### config.mk
export PLATFORM = sky130hd
export DESIGN_NAME = pppoc_top
export DESIGN_NICKNAME = d
export VERILOG_FILES = /design/src/hdl/pppoc_top.v /design/src/hdl/pppoc_detect.v
export VERILOG_INCLUDE_DIRS = /design/src /design/src/hdl
export SDC_FILE = /design/constraint.sdc
export NUM_CORES = 1
export LEC_CHECK = 0
export BUFFER_PORTS_ARGS = -buffer_cell sky130_fd_sc_hd__buf_4
export CAP_MARGIN = 15
export CORE_UTILIZATION = 40
export CTS_CLUSTER_DIAMETER = 100
export DETAILED_ROUTE_END_ITERATION = 8
export GPL_ROUTABILITY_DRIVEN = 0
export GPL_TIMING_DRIVEN = 0
export HOLD_SLACK_MARGIN = 0.03
export PLACE_DENSITY = 0.59
export SETUP_SLACK_MARGIN = 0.3
export SLEW_MARGIN = 10
export SYNTH_ARGS = -nofsm -noshare
export SYNTH_HDL_FRONTEND = slang
export SYNTH_SLANG_ARGS = --single-unit
### constraint.sdc
create_clock -name pclk -period 5.3 [get_ports pclk]
set_input_delay 1.06 -clock pclk [delete_from_list [all_inputs] [get_ports pclk]]
set_output_delay 1.06 -clock pclk [all_outputs]
set_load 0.01 [all_outputs]
### src/hdl/pppoc_defines.vh
// Purpose: Constants for port power and overcurrent block
// Assumes: 32-bit APB, byte address = 4 * register index
// Notes: Definitions only
`ifndef PPPOC_DEFINES_VH
`define PPPOC_DEFINES_VH

`define PPPOC_NPORT 6
`define PPPOC_AW 16
// Register indices
`define PPPOC_IDX_LOCKOUT 16'h30e1
`define PPPOC_IDX_MINW 16'h30ea
`define PPPOC_IDX_WINDOW 16'h30eb
`define PPPOC_IDX_CTRL 16'h30f0
`define PPPOC_IDX_PWR 16'h30f1
`define PPPOC_IDX_STAT 16'h30f2
`define PPPOC_IDX_MASK 16'h30f3
// Fields
`define PPPOC_CTRL_GANG_BIT 0
`define PPPOC_MINW_MSB 3
// Reset values
`define PPPOC_RST_LOCKOUT 8'h0a
`define PPPOC_RST_MINW 4'h5
`define PPPOC_RST_WINDOW 8'h14
// Timing
`define PPPOC_CLK_KHZ 100000
`define PPPOC_TICK_MS 1

`endif

### src/hdl/pppoc_top.v
// Purpose: Downstream port power control and overcurrent sense
// Assumes: APB slave, pins synchronous to pclk
// Notes: Each pin is open drain with a switchable pull-up
//
// Behaviour
// - Ganged and individual port control modes
// - Individual mode after reset
// - Ganged uses shared pin for all ports
// - Ganged overcurrent flags every port
// - Power off drives pin low, pull-up off
// - Power on releases driver, pull-up on
// - Powered port samples pin, low is overcurrent
// - Long low beyond minimum width declares overcurrent
// - Two low groups within window declare
// - Lockout after power on ignores pin
// - Minimum width 4 bits, reset 5 ms
// - Window 8 bits, reset 20 ms
// - Lockout 8 bits, reset 10 ms
//
// Chosen here: the APB slave port.
`timescale 1ns/1ps
`include "pppoc_defines.vh"

module pppoc_top #(
    parameter TICK_CYCLES = `PPPOC_CLK_KHZ * `PPPOC_TICK_MS
) (
    input wire pclk,
    input wire presetn,
    input wire psel,
    input wire penable,
    input wire pwrite,
    input wire [15:0] paddr,
    input wire [31:0] pwdata,
    output reg [31:0] prdata,
    output wire pready,
    output wire pslverr,
    input wire [5:0] port_power_sense_pin_i,
    output wire [5:0] port_power_sense_pin_o,
    output wire [5:0] port_power_sense_pin_oe,
    output wire [5:0] port_pullup_en,
    input wire shared_power_sense_pin_i,
    output wire shared_power_sense_pin_o,
    output wire shared_power_sense_pin_oe,
    output wire shared_pullup_en,
    output wire irq
);
    reg [7:0] lockout_r;
    reg [7:0] lockout_nxt;
    reg [3:0] min_width_r;
    reg [3:0] min_width_nxt;
    reg [7:0] window_r;
    reg [7:0] window_nxt;
    reg gang_r;
    reg gang_nxt;
    reg [5:0] pwr_r;
    reg [5:0] pwr_nxt;
    reg [5:0] stat_r;
    reg [5:0] stat_nxt;
    reg [5:0] mask_r;
    reg [5:0] mask_nxt;
    reg [16:0] tick_cnt_r;
    reg [16:0] tick_cnt_nxt;
    reg tick_r;
    reg tick_nxt;
    reg [31:0] rd_nxt;
    reg hit;
    wire [13:0] idx;
    wire [15:0] reg_sel;
    wire setup;
    wire access;
    wire wr;
    wire wr_ok;
    wire wr_lockout;
    wire wr_minw;
    wire wr_window;
    wire wr_ctrl;
    wire wr_pwr;
    wire wr_stat;
    wire wr_mask;
    wire [16:0] tick_last;
    wire [5:0] oc_evt;
    wire [5:0] oc_set;
    wire [5:0] port_on;
    wire gang_on;

    assign idx = paddr[15:2];
    assign reg_sel = {2'b00, idx};
    assign setup = psel && !penable;
    assign access = psel && penable;
    assign wr = access && pwrite;
    assign pready = 1'b1;

    // Address decode and read mux
    always @* begin
        hit = 1'b1;
        rd_nxt = 32'h0000_0000;
        case (reg_sel)
            `PPPOC_IDX_LOCKOUT: begin
                rd_nxt[7:0] = lockout_r;
            end
            `PPPOC_IDX_MINW: begin
                rd_nxt[3:0] = min_width_r;
            end
            `PPPOC_IDX_WINDOW: begin
                rd_nxt[7:0] = window_r;
            end
            `PPPOC_IDX_CTRL: begin
                rd_nxt[`PPPOC_CTRL_GANG_BIT] = gang_r;
            end
            `PPPOC_IDX_PWR: begin
                rd_nxt[5:0] = pwr_r;
            end
            `PPPOC_IDX_STAT: begin
                rd_nxt[5:0] = stat_r;
            end
            `PPPOC_IDX_MASK: begin
                rd_nxt[5:0] = mask_r;
            end
            default: begin
                hit = 1'b0;
            end
        endcase
    end

    // Unmapped or misaligned access is refused
    assign pslverr = access && (!hit || paddr[1:0] != 2'b00);
    assign wr_ok = wr && !pslverr;

    // Read data loaded in setup, held through access
    always @(posedge pclk or negedge presetn) begin
        if (!presetn) begin
            prdata <= 32'h0000_0000;
        end else if (setup) begin
            prdata <= rd_nxt;
        end
    end

    // Write strobes per register
    assign wr_lockout = wr_ok && (reg_sel == `PPPOC_IDX_LOCKOUT);
    assign wr_minw = wr_ok && (reg_sel == `PPPOC_IDX_MINW);
    assign wr_window = wr_ok && (reg_sel == `PPPOC_IDX_WINDOW);
    assign wr_ctrl = wr_ok && (reg_sel == `PPPOC_IDX_CTRL);
    assign wr_pwr = wr_ok && (reg_sel == `PPPOC_IDX_PWR);
    assign wr_stat = wr_ok && (reg_sel == `PPPOC_IDX_STAT);
    assign wr_mask = wr_ok && (reg_sel == `PPPOC_IDX_MASK);

    // Next values of the configuration registers
    always @* begin
        lockout_nxt = lockout_r;
        min_width_nxt = min_width_r;
        window_nxt = window_r;
        gang_nxt = gang_r;
        pwr_nxt = pwr_r;
        mask_nxt = mask_r;
        if (wr_lockout) begin
            lockout_nxt = pwdata[7:0];
        end
        if (wr_minw) begin
            min_width_nxt = pwdata[`PPPOC_MINW_MSB:0];
        end
        if (wr_window) begin
            window_nxt = pwdata[7:0];
        end
        if (wr_ctrl) begin
            gang_nxt = pwdata[`PPPOC_CTRL_GANG_BIT];
        end
        if (wr_pwr) begin
            pwr_nxt = pwdata[5:0];
        end
        if (wr_mask) begin
            mask_nxt = pwdata[5:0];
        end
    end

    always @(posedge pclk or negedge presetn) begin
        if (!presetn) begin
            lockout_r <= `PPPOC_RST_LOCKOUT;
        end else begin
            lockout_r <= lockout_nxt;
        end
    end

    always @(posedge pclk or negedge presetn) begin
        if (!presetn) begin
            min_width_r <= `PPPOC_RST_MINW;
        end else begin
            min_width_r <= min_width_nxt;
        end
    end

    always @(posedge pclk or negedge presetn) begin
        if (!presetn) begin
            window_r <= `PPPOC_RST_WINDOW;
        end else begin
            window_r <= window_nxt;
        end
    end

    always @(posedge pclk or negedge presetn) begin
        if (!presetn) begin
            gang_r <= 1'b0;
        end else begin
            gang_r <= gang_nxt;
        end
    end

    always @(posedge pclk or negedge presetn) begin
        if (!presetn) begin
            pwr_r <= 6'h00;
        end else begin
            pwr_r <= pwr_nxt;
        end
    end

    always @(posedge pclk or negedge presetn) begin
        if (!presetn) begin
            mask_r <= 6'h00;
        end else begin
            mask_r <= mask_nxt;
        end
    end

    // Millisecond tick, free running
    assign tick_last = TICK_CYCLES[16:0] - 17'h00001;

    always @* begin
        tick_cnt_nxt = tick_cnt_r + 17'h00001;
        tick_nxt = 1'b0;
        if (tick_cnt_r == tick_last) begin
            tick_cnt_nxt = 17'h00000;
            tick_nxt = 1'b1;
        end
    end

    always @(posedge pclk or negedge presetn) begin
        if (!presetn) begin
            tick_cnt_r <= 17'h00000;
            tick_r <= 1'b0;
        end else begin
            tick_cnt_r <= tick_cnt_nxt;
            tick_r <= tick_nxt;
        end
    end

    // Shared pin is powered when ganged and any port is on
    assign gang_on = gang_r && (pwr_r != 6'h00);
    assign shared_power_sense_pin_o = 1'b0;
    assign shared_power_sense_pin_oe = !gang_on;
    assign shared_pullup_en = gang_on;

    // Per-port pin drive and overcurrent filter
    genvar g;
    generate
        for (g = 0; g < `PPPOC_NPORT; g = g + 1) begin : g_port
            wire pwr_g;
            wire pin_g;
            assign port_on[g] = !gang_r && pwr_r[g];
            assign port_power_sense_pin_o[g] = 1'b0;
            assign port_power_sense_pin_oe[g] = !port_on[g];
            assign port_pullup_en[g] = port_on[g];
            if (g == 0) begin : g_first
                // Port 0 filter serves the shared pin when ganged
                assign pwr_g = gang_r ? gang_on : port_on[0];
                assign pin_g = gang_r ? shared_power_sense_pin_i : port_power_sense_pin_i[0];
            end else begin : g_rest
                assign pwr_g = port_on[g];
                assign pin_g = port_power_sense_pin_i[g];
            end
            pppoc_detect u_det (
                .pclk(pclk),
                .presetn(presetn),
                .tick(tick_r),
                .powered(pwr_g),
                .pin_in(pin_g),
                .min_width(min_width_r),
                .window(window_r),
                .lockout(lockout_r),
                .oc_evt(oc_evt[g])
            );
        end
    endgenerate

    assign oc_set = gang_r ? {6{oc_evt[0]}} : oc_evt;

    // Sticky status, write one to clear, set wins
    always @* begin
        stat_nxt = stat_r;
        if (wr_stat) begin
            stat_nxt = stat_r & ~pwdata[5:0];
        end
        stat_nxt = stat_nxt | oc_set;
    end

    always @(posedge pclk or negedge presetn) begin
        if (!presetn) begin
            stat_r <= 6'h00;
        end else begin
            stat_r <= stat_nxt;
        end
    end

    // Level interrupt while an unmasked status bit is set
    assign irq = |(stat_r & mask_r);
endmodule // pppoc_top

### src/hdl/pppoc_detect.v
// Purpose: Overcurrent filter for one port control pin
// Assumes: tick is a one-cycle pulse every 1 ms
// Notes: Pulse on oc_evt when an overcurrent is declared
`timescale 1ns/1ps
`include "pppoc_defines.vh"

module pppoc_detect (
    input wire pclk,
    input wire presetn,
    input wire tick,
    input wire powered,
    input wire pin_in,
    input wire [3:0] min_width,
    input wire [7:0] window,
    input wire [7:0] lockout,
    output reg oc_evt
);
    reg powered_r;
    reg low_r;
    reg tripped_r;
    reg [7:0] lock_cnt_r;
    reg [3:0] low_cnt_r;
    reg [7:0] win_cnt_r;
    wire low_now;
    wire armed;
    wire onset;
    wire single_hit;
    wire double_hit;

    assign low_now = ~pin_in;
    assign armed = powered && powered_r && (lock_cnt_r == 8'h00) && !tripped_r;
    assign onset = armed && low_now && !low_r;
    assign single_hit = armed && low_now && (low_cnt_r >= min_width);
    assign double_hit = onset && (win_cnt_r != 8'h00);

    always @(posedge pclk or negedge presetn) begin
        if (!presetn) begin
            powered_r <= 1'b0;
            low_r <= 1'b0;
            tripped_r <= 1'b0;
            lock_cnt_r <= 8'h00;
            low_cnt_r <= 4'h0;
            win_cnt_r <= 8'h00;
            oc_evt <= 1'b0;
        end else begin
            powered_r <= powered;
            low_r <= armed && low_now;
            oc_evt <= single_hit || double_hit;
            if (!powered) begin
                tripped_r <= 1'b0;
                lock_cnt_r <= 8'h00;
            end else if (!powered_r) begin
                lock_cnt_r <= lockout;
            end else if (tick && lock_cnt_r != 8'h00) begin
                lock_cnt_r <= lock_cnt_r - 8'h01;
            end else if (single_hit || double_hit) begin
                tripped_r <= 1'b1;
            end
            if (!(armed && low_now)) begin
                low_cnt_r <= 4'h0;
            end else if (tick && low_cnt_r != 4'hf) begin
                low_cnt_r <= low_cnt_r + 4'h1;
            end
            if (!armed) begin
                win_cnt_r <= 8'h00;
            end else if (onset && win_cnt_r == 8'h00) begin
                win_cnt_r <= window;
            end else if (tick && win_cnt_r != 8'h00) begin
                win_cnt_r <= win_cnt_r - 8'h01;
            end
        end
    end
endmodule // pppoc_detect

After elaboration in Yosys (flattened, before gate mapping). Cells that the tools add are included.

Register bits after elaboration: 209. Input bits: 60. Output and inout port bits: 56. Logic and storage cells: 369.

$add $sub $neg: 19. Magnitude comparators: 6. Eq/ne operators: 50. Muxes and demuxes: 83. Bitwise logic cells: 10. Reductions and logical operators: 149.

Operator list (number): $mux 8 (36); $eq 14x14->1 const B (7); $logic_not 8->1 (12); $reduce_bool 8->1 (12); $sub 8x1->8 const B (12); $logic_and 1x1->1 (85); $mux 4 (12); $ne 2x2->1 const B (24); $ne 3x3->1 const B (12); $mux 1 (28); $add 4x1->4 const B (6); $ge 4x4->1 (6); $ne 4x4->1 const B (6); $logic_not 1->1 (23); $pmux 3 s6 (1); $reduce_and 3->1 (6); $add 17x1->17 const B (1); $eq 17x17->1 const B (1); $mux 17 (1); $and 6x6->6 (2); $mux 6 (2); $pmux 2 s5 (1); $logic_or 1x1->1 (7); $pmux 1 s7 (1); 8 further kinds (13).

Longest topological paths before layout.
Depth after elaboration: 14. Gate-level depth with buffers: 9. Depth with buffers taken out: 8.

Modules after synthesis. Synthesis repeated with hierarchy kept, for this count alone.

Cells, all modules: 1315. Area total of the unflattened synthesis: 12351.8 sq um.

Modules (own cells, without submodules): pppoc_detect (times used 6, cells an instance 164, area each 1466.4 sq um, sequential area each 600.6 sq um); pppoc_top (times used 1, cells an instance 331, area each 3553.4 sq um, sequential area each 1634.1 sq um).

Least setup slack after synthesis. No wires, ideal clock.

Path type: input port to output port. Start point: input port paddr[11]. End point: output port pslverr. Data arrival time: 2.166 ns. Data required time: 4.240 ns. Slack: 2.074 ns. Cell stages on the path: 3. Buffers on the path: 0. Path through: or4_1 -> nor3_1 -> a31oi_1.

Word-level cells in the longest chain between the ends: 6. Elaborated cells on any way between the ends: 12. Those cells by class: eq/ne: 7; mux: 1; reduce/logical: 4.

RTL lines: start: declaration (RTL line pppoc_top.v:32) `input wire [15:0] paddr,`; $eq 14x14->1 (RTL line pppoc_top.v:97) `case (reg_sel)`; $reduce_or 7->1 (no line) *; $mux 1 * (RTL line pppoc_top.v:97); $logic_not 1->1 * (RTL line pppoc_top.v:126) `assign pslverr = access && (!hit || paddr[1:0] != 2'b00);`; $logic_or 1x1->1 * (RTL line pppoc_top.v:126); $logic_and 1x1->1 * (RTL line pppoc_top.v:126); end: declaration (RTL line pppoc_top.v:36) `output wire pslverr,`.

Every way passes the cells marked *; elsewhere a longest branch is shown, timed or not.

Worst setup path after layout. Ends and elaborated chain as after synthesis.

==> results.md <==
- Cell Int Power: 2720 µW
- Ys flop type: dfrtp_1
- Final Hold Vio Count: 0
- Via density per instance: 5.45
- Setup TNS: 0 ns
- Clock skew: between 0.01 and 0.015 ns
- Arrival time of the worst setup path: between 2 and 3 ns
- Slew headroom: 31.1%
- Synthesized flop and latch total: 209
- DRT antenna net count: 0
- Critical path type: in -> out
- Clk Latency, worst-skew pair: roughly 0.53 ns
- Multiplexer share of the synthesized area: 4.39%
- Adder-Cell Fraction of Synth Area: 5.17%
- Pre-antenna DRT Iters: 5
- Die area: 30300 µm²
- First-pass GRT wire length: 51100 µm
- Die height: 174 µm
- Initial Util: between 40% and 50%
- Layout Cells excl Fill: 1778
- FP Rows: 62
- Initial antenna violation count: 0
- CP max stage delay: 0.64 ns
- Via count: about 9700
- Critical-path top delay cell: or4_1
- Final period util: 68.2%
- Largest net degree at the start of global routing: around 110
- CTS tree: done
- Routed len/inst: between 15 and 20 µm
- Cell mode on critical path: buf_4
- DRC Markers: 0
- Hold_buf cts: 0
- Mapped cell area: 11900 µm²
- Compound-Gate Fraction of Synth Area: 15.2%
- DP Cell Count: 1733
- Layout Nets: 1485
- Setup crit end kind: primary output
- TritonCTS buffer count: 24
- Layout cells sized above 1: between 10% and 20%
- Layout area overhead: 16.3%
- Crit path cell chain: buf_4 -> or4_1 -> nor3_1 -> a31oi_1 -> buf_4
- All-Layer GR Usage: 21.2%
- Leakage power: 0.00609 µW
- Setup crit start kind: input pin
- Combinational family with the most area after synthesis: simple AND/OR/NAND/NOR gates
- H-tree depth: 1
- I/O pin cnt: 116
- Fill count: 2799
- Fmax: about 280 MHz
- Crit Path Max Fanout: 4
- Avg Synthesized Cell Area: 9.42 µm²
- Port Buffers: 58
- Seq/Total Area, Yosys: 44.2%
- Post-detailed-placement half-perimeter wirelength: 21800 µm
- Root buf cell: clkbuf_16
- Clk network pwr share: 50.1%
- Post-synth EDFFs: 0
- Die Wd: 174 µm
- DR iter-0 viols: ~720
- NetSw: 758 µW
- # resized after CTS: 0
- Clk slew on worst S/H paths: 0.06 ns
- Core Box Area: between 20000 and 30000 µm²
- Max_cap viols: 0
- Post-Synthesis Cells: 1259
- Type of the worst min-delay path: in -> async
- RSZ-0062 raised after global routing: no
- CTS sink count: 209
- Ys async rst share: 100%
- WP data required: 4.24 ns
- Minimum clock period: 3.61 ns
- Measured slew at the worst slew-check pin: 1.02 ns
- Outcome: completed
- Warning count from the yosys run: 0
- Placed inst area: ~13000 µm²
- Fin area: ~14000 µm²
- Pre-CTS setup slack: 1.69 ns
- Max Transition Viols Final: 0
- Worst vdd ir: 0.244 mV
- Setup violations, final: 0
- Total Wirelength: 31600 µm
- Grt ovf: 0
- Combinational Power Share: around 3.9%
- Final WS setup: 1.69 ns
- Longest Clk Path Bufs: 3
- Simple-gate area share of the yosys netlist: between 10% and 20%
- Switching part of the total: 21.8%
- Post-CTS Setup Bufs: 0
- Reg power frac: between 40% and 50%
- Vias in the first global route: 9446
- Post-synth cell types: 73
- Post-synthesis xor/xnor area fraction: between 5 and 6%
- Power density over cell area: about 250 nW/µm²
[flip-flops by register name, indices dropped and copies added (netlist names)]
signal and count:
lockout_r 8, window_r 8, g_port.u_det.low_cnt_r 24, tick_cnt_r 17, tick_r 1, min_width_r 4, prdata 8, pwr_r 6
g_port.u_det.lock_cnt_r 48, g_port.u_det.low_r 6, gang_r 1, g_port.u_det.tripped_r 6, g_port.u_det.win_cnt_r 48, stat_r 6, mask_r 6, g_port.u_det.oc_evt 6
g_port.u_det.powered_r 6
[routing by layer]
layer / track usage (%) / wire [µm] / vias up
met4: 7.57 / 1140 / 0
met5: 0 / 0 / -
met2: 33.7 / 14300 / 213
met3: 3.39 / 1630 / 60
met1: 29.1 / 14500 / 4723
li1: - / - / 4687
[through the flow]
stage	hold slack [ns]	utilization [%]	power, µW
floorplan	0.420	-	1690
global placement	0.442	44.5	1760
global route	0.403	47.7	3600
finish	0.393	47.7	3480
detailed placement	0.446	44.8	1770
CTS	0.392	47.7	3530
[cell families (layout without fill, tap and decap cells)]
family	after synthesis	count (layout)
AOI/OAI and AO/OA	283	283
xor gates and xnor gates	73	73
adders and majority gates	49	49
buffers and inverters	149	253
DFF	209	209
muxes	46	46
other	2	33
and+or+nand+nor	448	448
[power by group through the flow]
| stage | clock, µW | sequential, µW | combinational [µW] |
|---|---|---|---|
| 2_1_floorplan | 0 | 1630 | 62.9 |
| 3_3_place_gp | 0 | 1630 | 132 |
| 3_5_place_dp | 0 | 1630 | 139 |
| 4_1_cts | 1790 | 1600 | 139 |
| 5_1_grt | 1850 | 1600 | 154 |
| 6_report | 1750 | 1600 | 137 |
[synthesized netlist by cell type, types with 6 or more instances]
master	n	area [µm²]
or2_2	12	75.1
a211oi_1	14	105
nand3_1	61	305
o211ai_1	7	52.6
nand4_1	10	62.6
ha_1	49	613
nor3_1	28	140
a22o_1	9	78.8
or4_1	16	120
nand4b_1	9	78.8
nand2b_1	13	81.3
a22oi_1	6	45.0
a21o_1	17	128
mux2i_1	7	70.1
xnor2_1	37	324
inv_1	61	229
dfstp_2	6	158
buf_1	8	30.0
dfrtp_1	203	5080
nand2_1	94	353
nor4_1	18	113
a21oi_1	94	470
mux2_2	38	428
nor2b_1	12	75.1
a31oi_1	18	113
clkbuf_1	41	154
xor2_1	36	315
nor2_1	113	424
or3_1	15	93.8
nor3b_1	8	60.1
buf_4	37	278
and3_1	7	43.8
o21ai_0	63	315
[cells in the final DEF (no fill, tap or decap), types with 9 or more instances in the layout]
cell type	netlist	layout
nor4_1	18	17
a21o_1	17	17
nor2b_1	12	12
or2_2	12	12
nand2b_1	13	13
or3_1	15	15
a22o_1	9	9
nor3_1	28	28
clkbuf_16	0	25
or4_1	16	16
nand2_1	94	94
conb_1	2	32
nand4_1	10	10
mux2_2	38	38
dfrtp_1	203	203
clkbuf_1	41	45
a21oi_1	94	94
nand3_1	61	61
a211oi_1	14	14
xnor2_1	37	37
nor2_1	113	113
o21ai_0	63	63
ha_1	49	49
a31oi_1	18	18
xor2_1	36	36
nand4b_1	9	9
buf_4	37	94
inv_1	61	61
[path summary, 6_finish.rpt]
kind / start / end / slack, ns / depth (start not counted)
min reg2reg: g_port[0].u_det.oc_evt / stat_r[0] / 0.46 / 1
max reg2reg: gang_r / g_port[4].u_det.tripped_r / 2.38 / 8
max: paddr[11] / pslverr / 1.69 / 5
max in group asynchronous: presetn / g_port[1].u_det.low_cnt_r[2] / 4.08 / 2
min: presetn / lockout_r[6] / 0.39 / 1
min in group pclk: g_port[0].u_det.oc_evt / stat_r[0] / 0.46 / 1
[critical path: cells and delay by family]
kind                   cells  cell delay, ns
AND/OR/NAND/NOR            2            1.09
buffers and inverters      2            0.26
AO/OA/AOI/OAI              1            0.14
[area by class of cell]
class                           instances  area (µm²)  area share (%)
Sequential cell                       209        5240            38.0
Inverter                               61         229            1.66
Multi-Input combinational cell        931        6030            43.7
Antenna cell                            1        2.50          0.0181
Buffer                                 88         478            3.46
Timing Repair Buffer                   61         503            3.65
Clock buffer                           34         709            5.14
Clock inverter                          9         123           0.889
Tap cell                              384         480            3.48
Note: power is estimated with default switching activity, not from simulation.
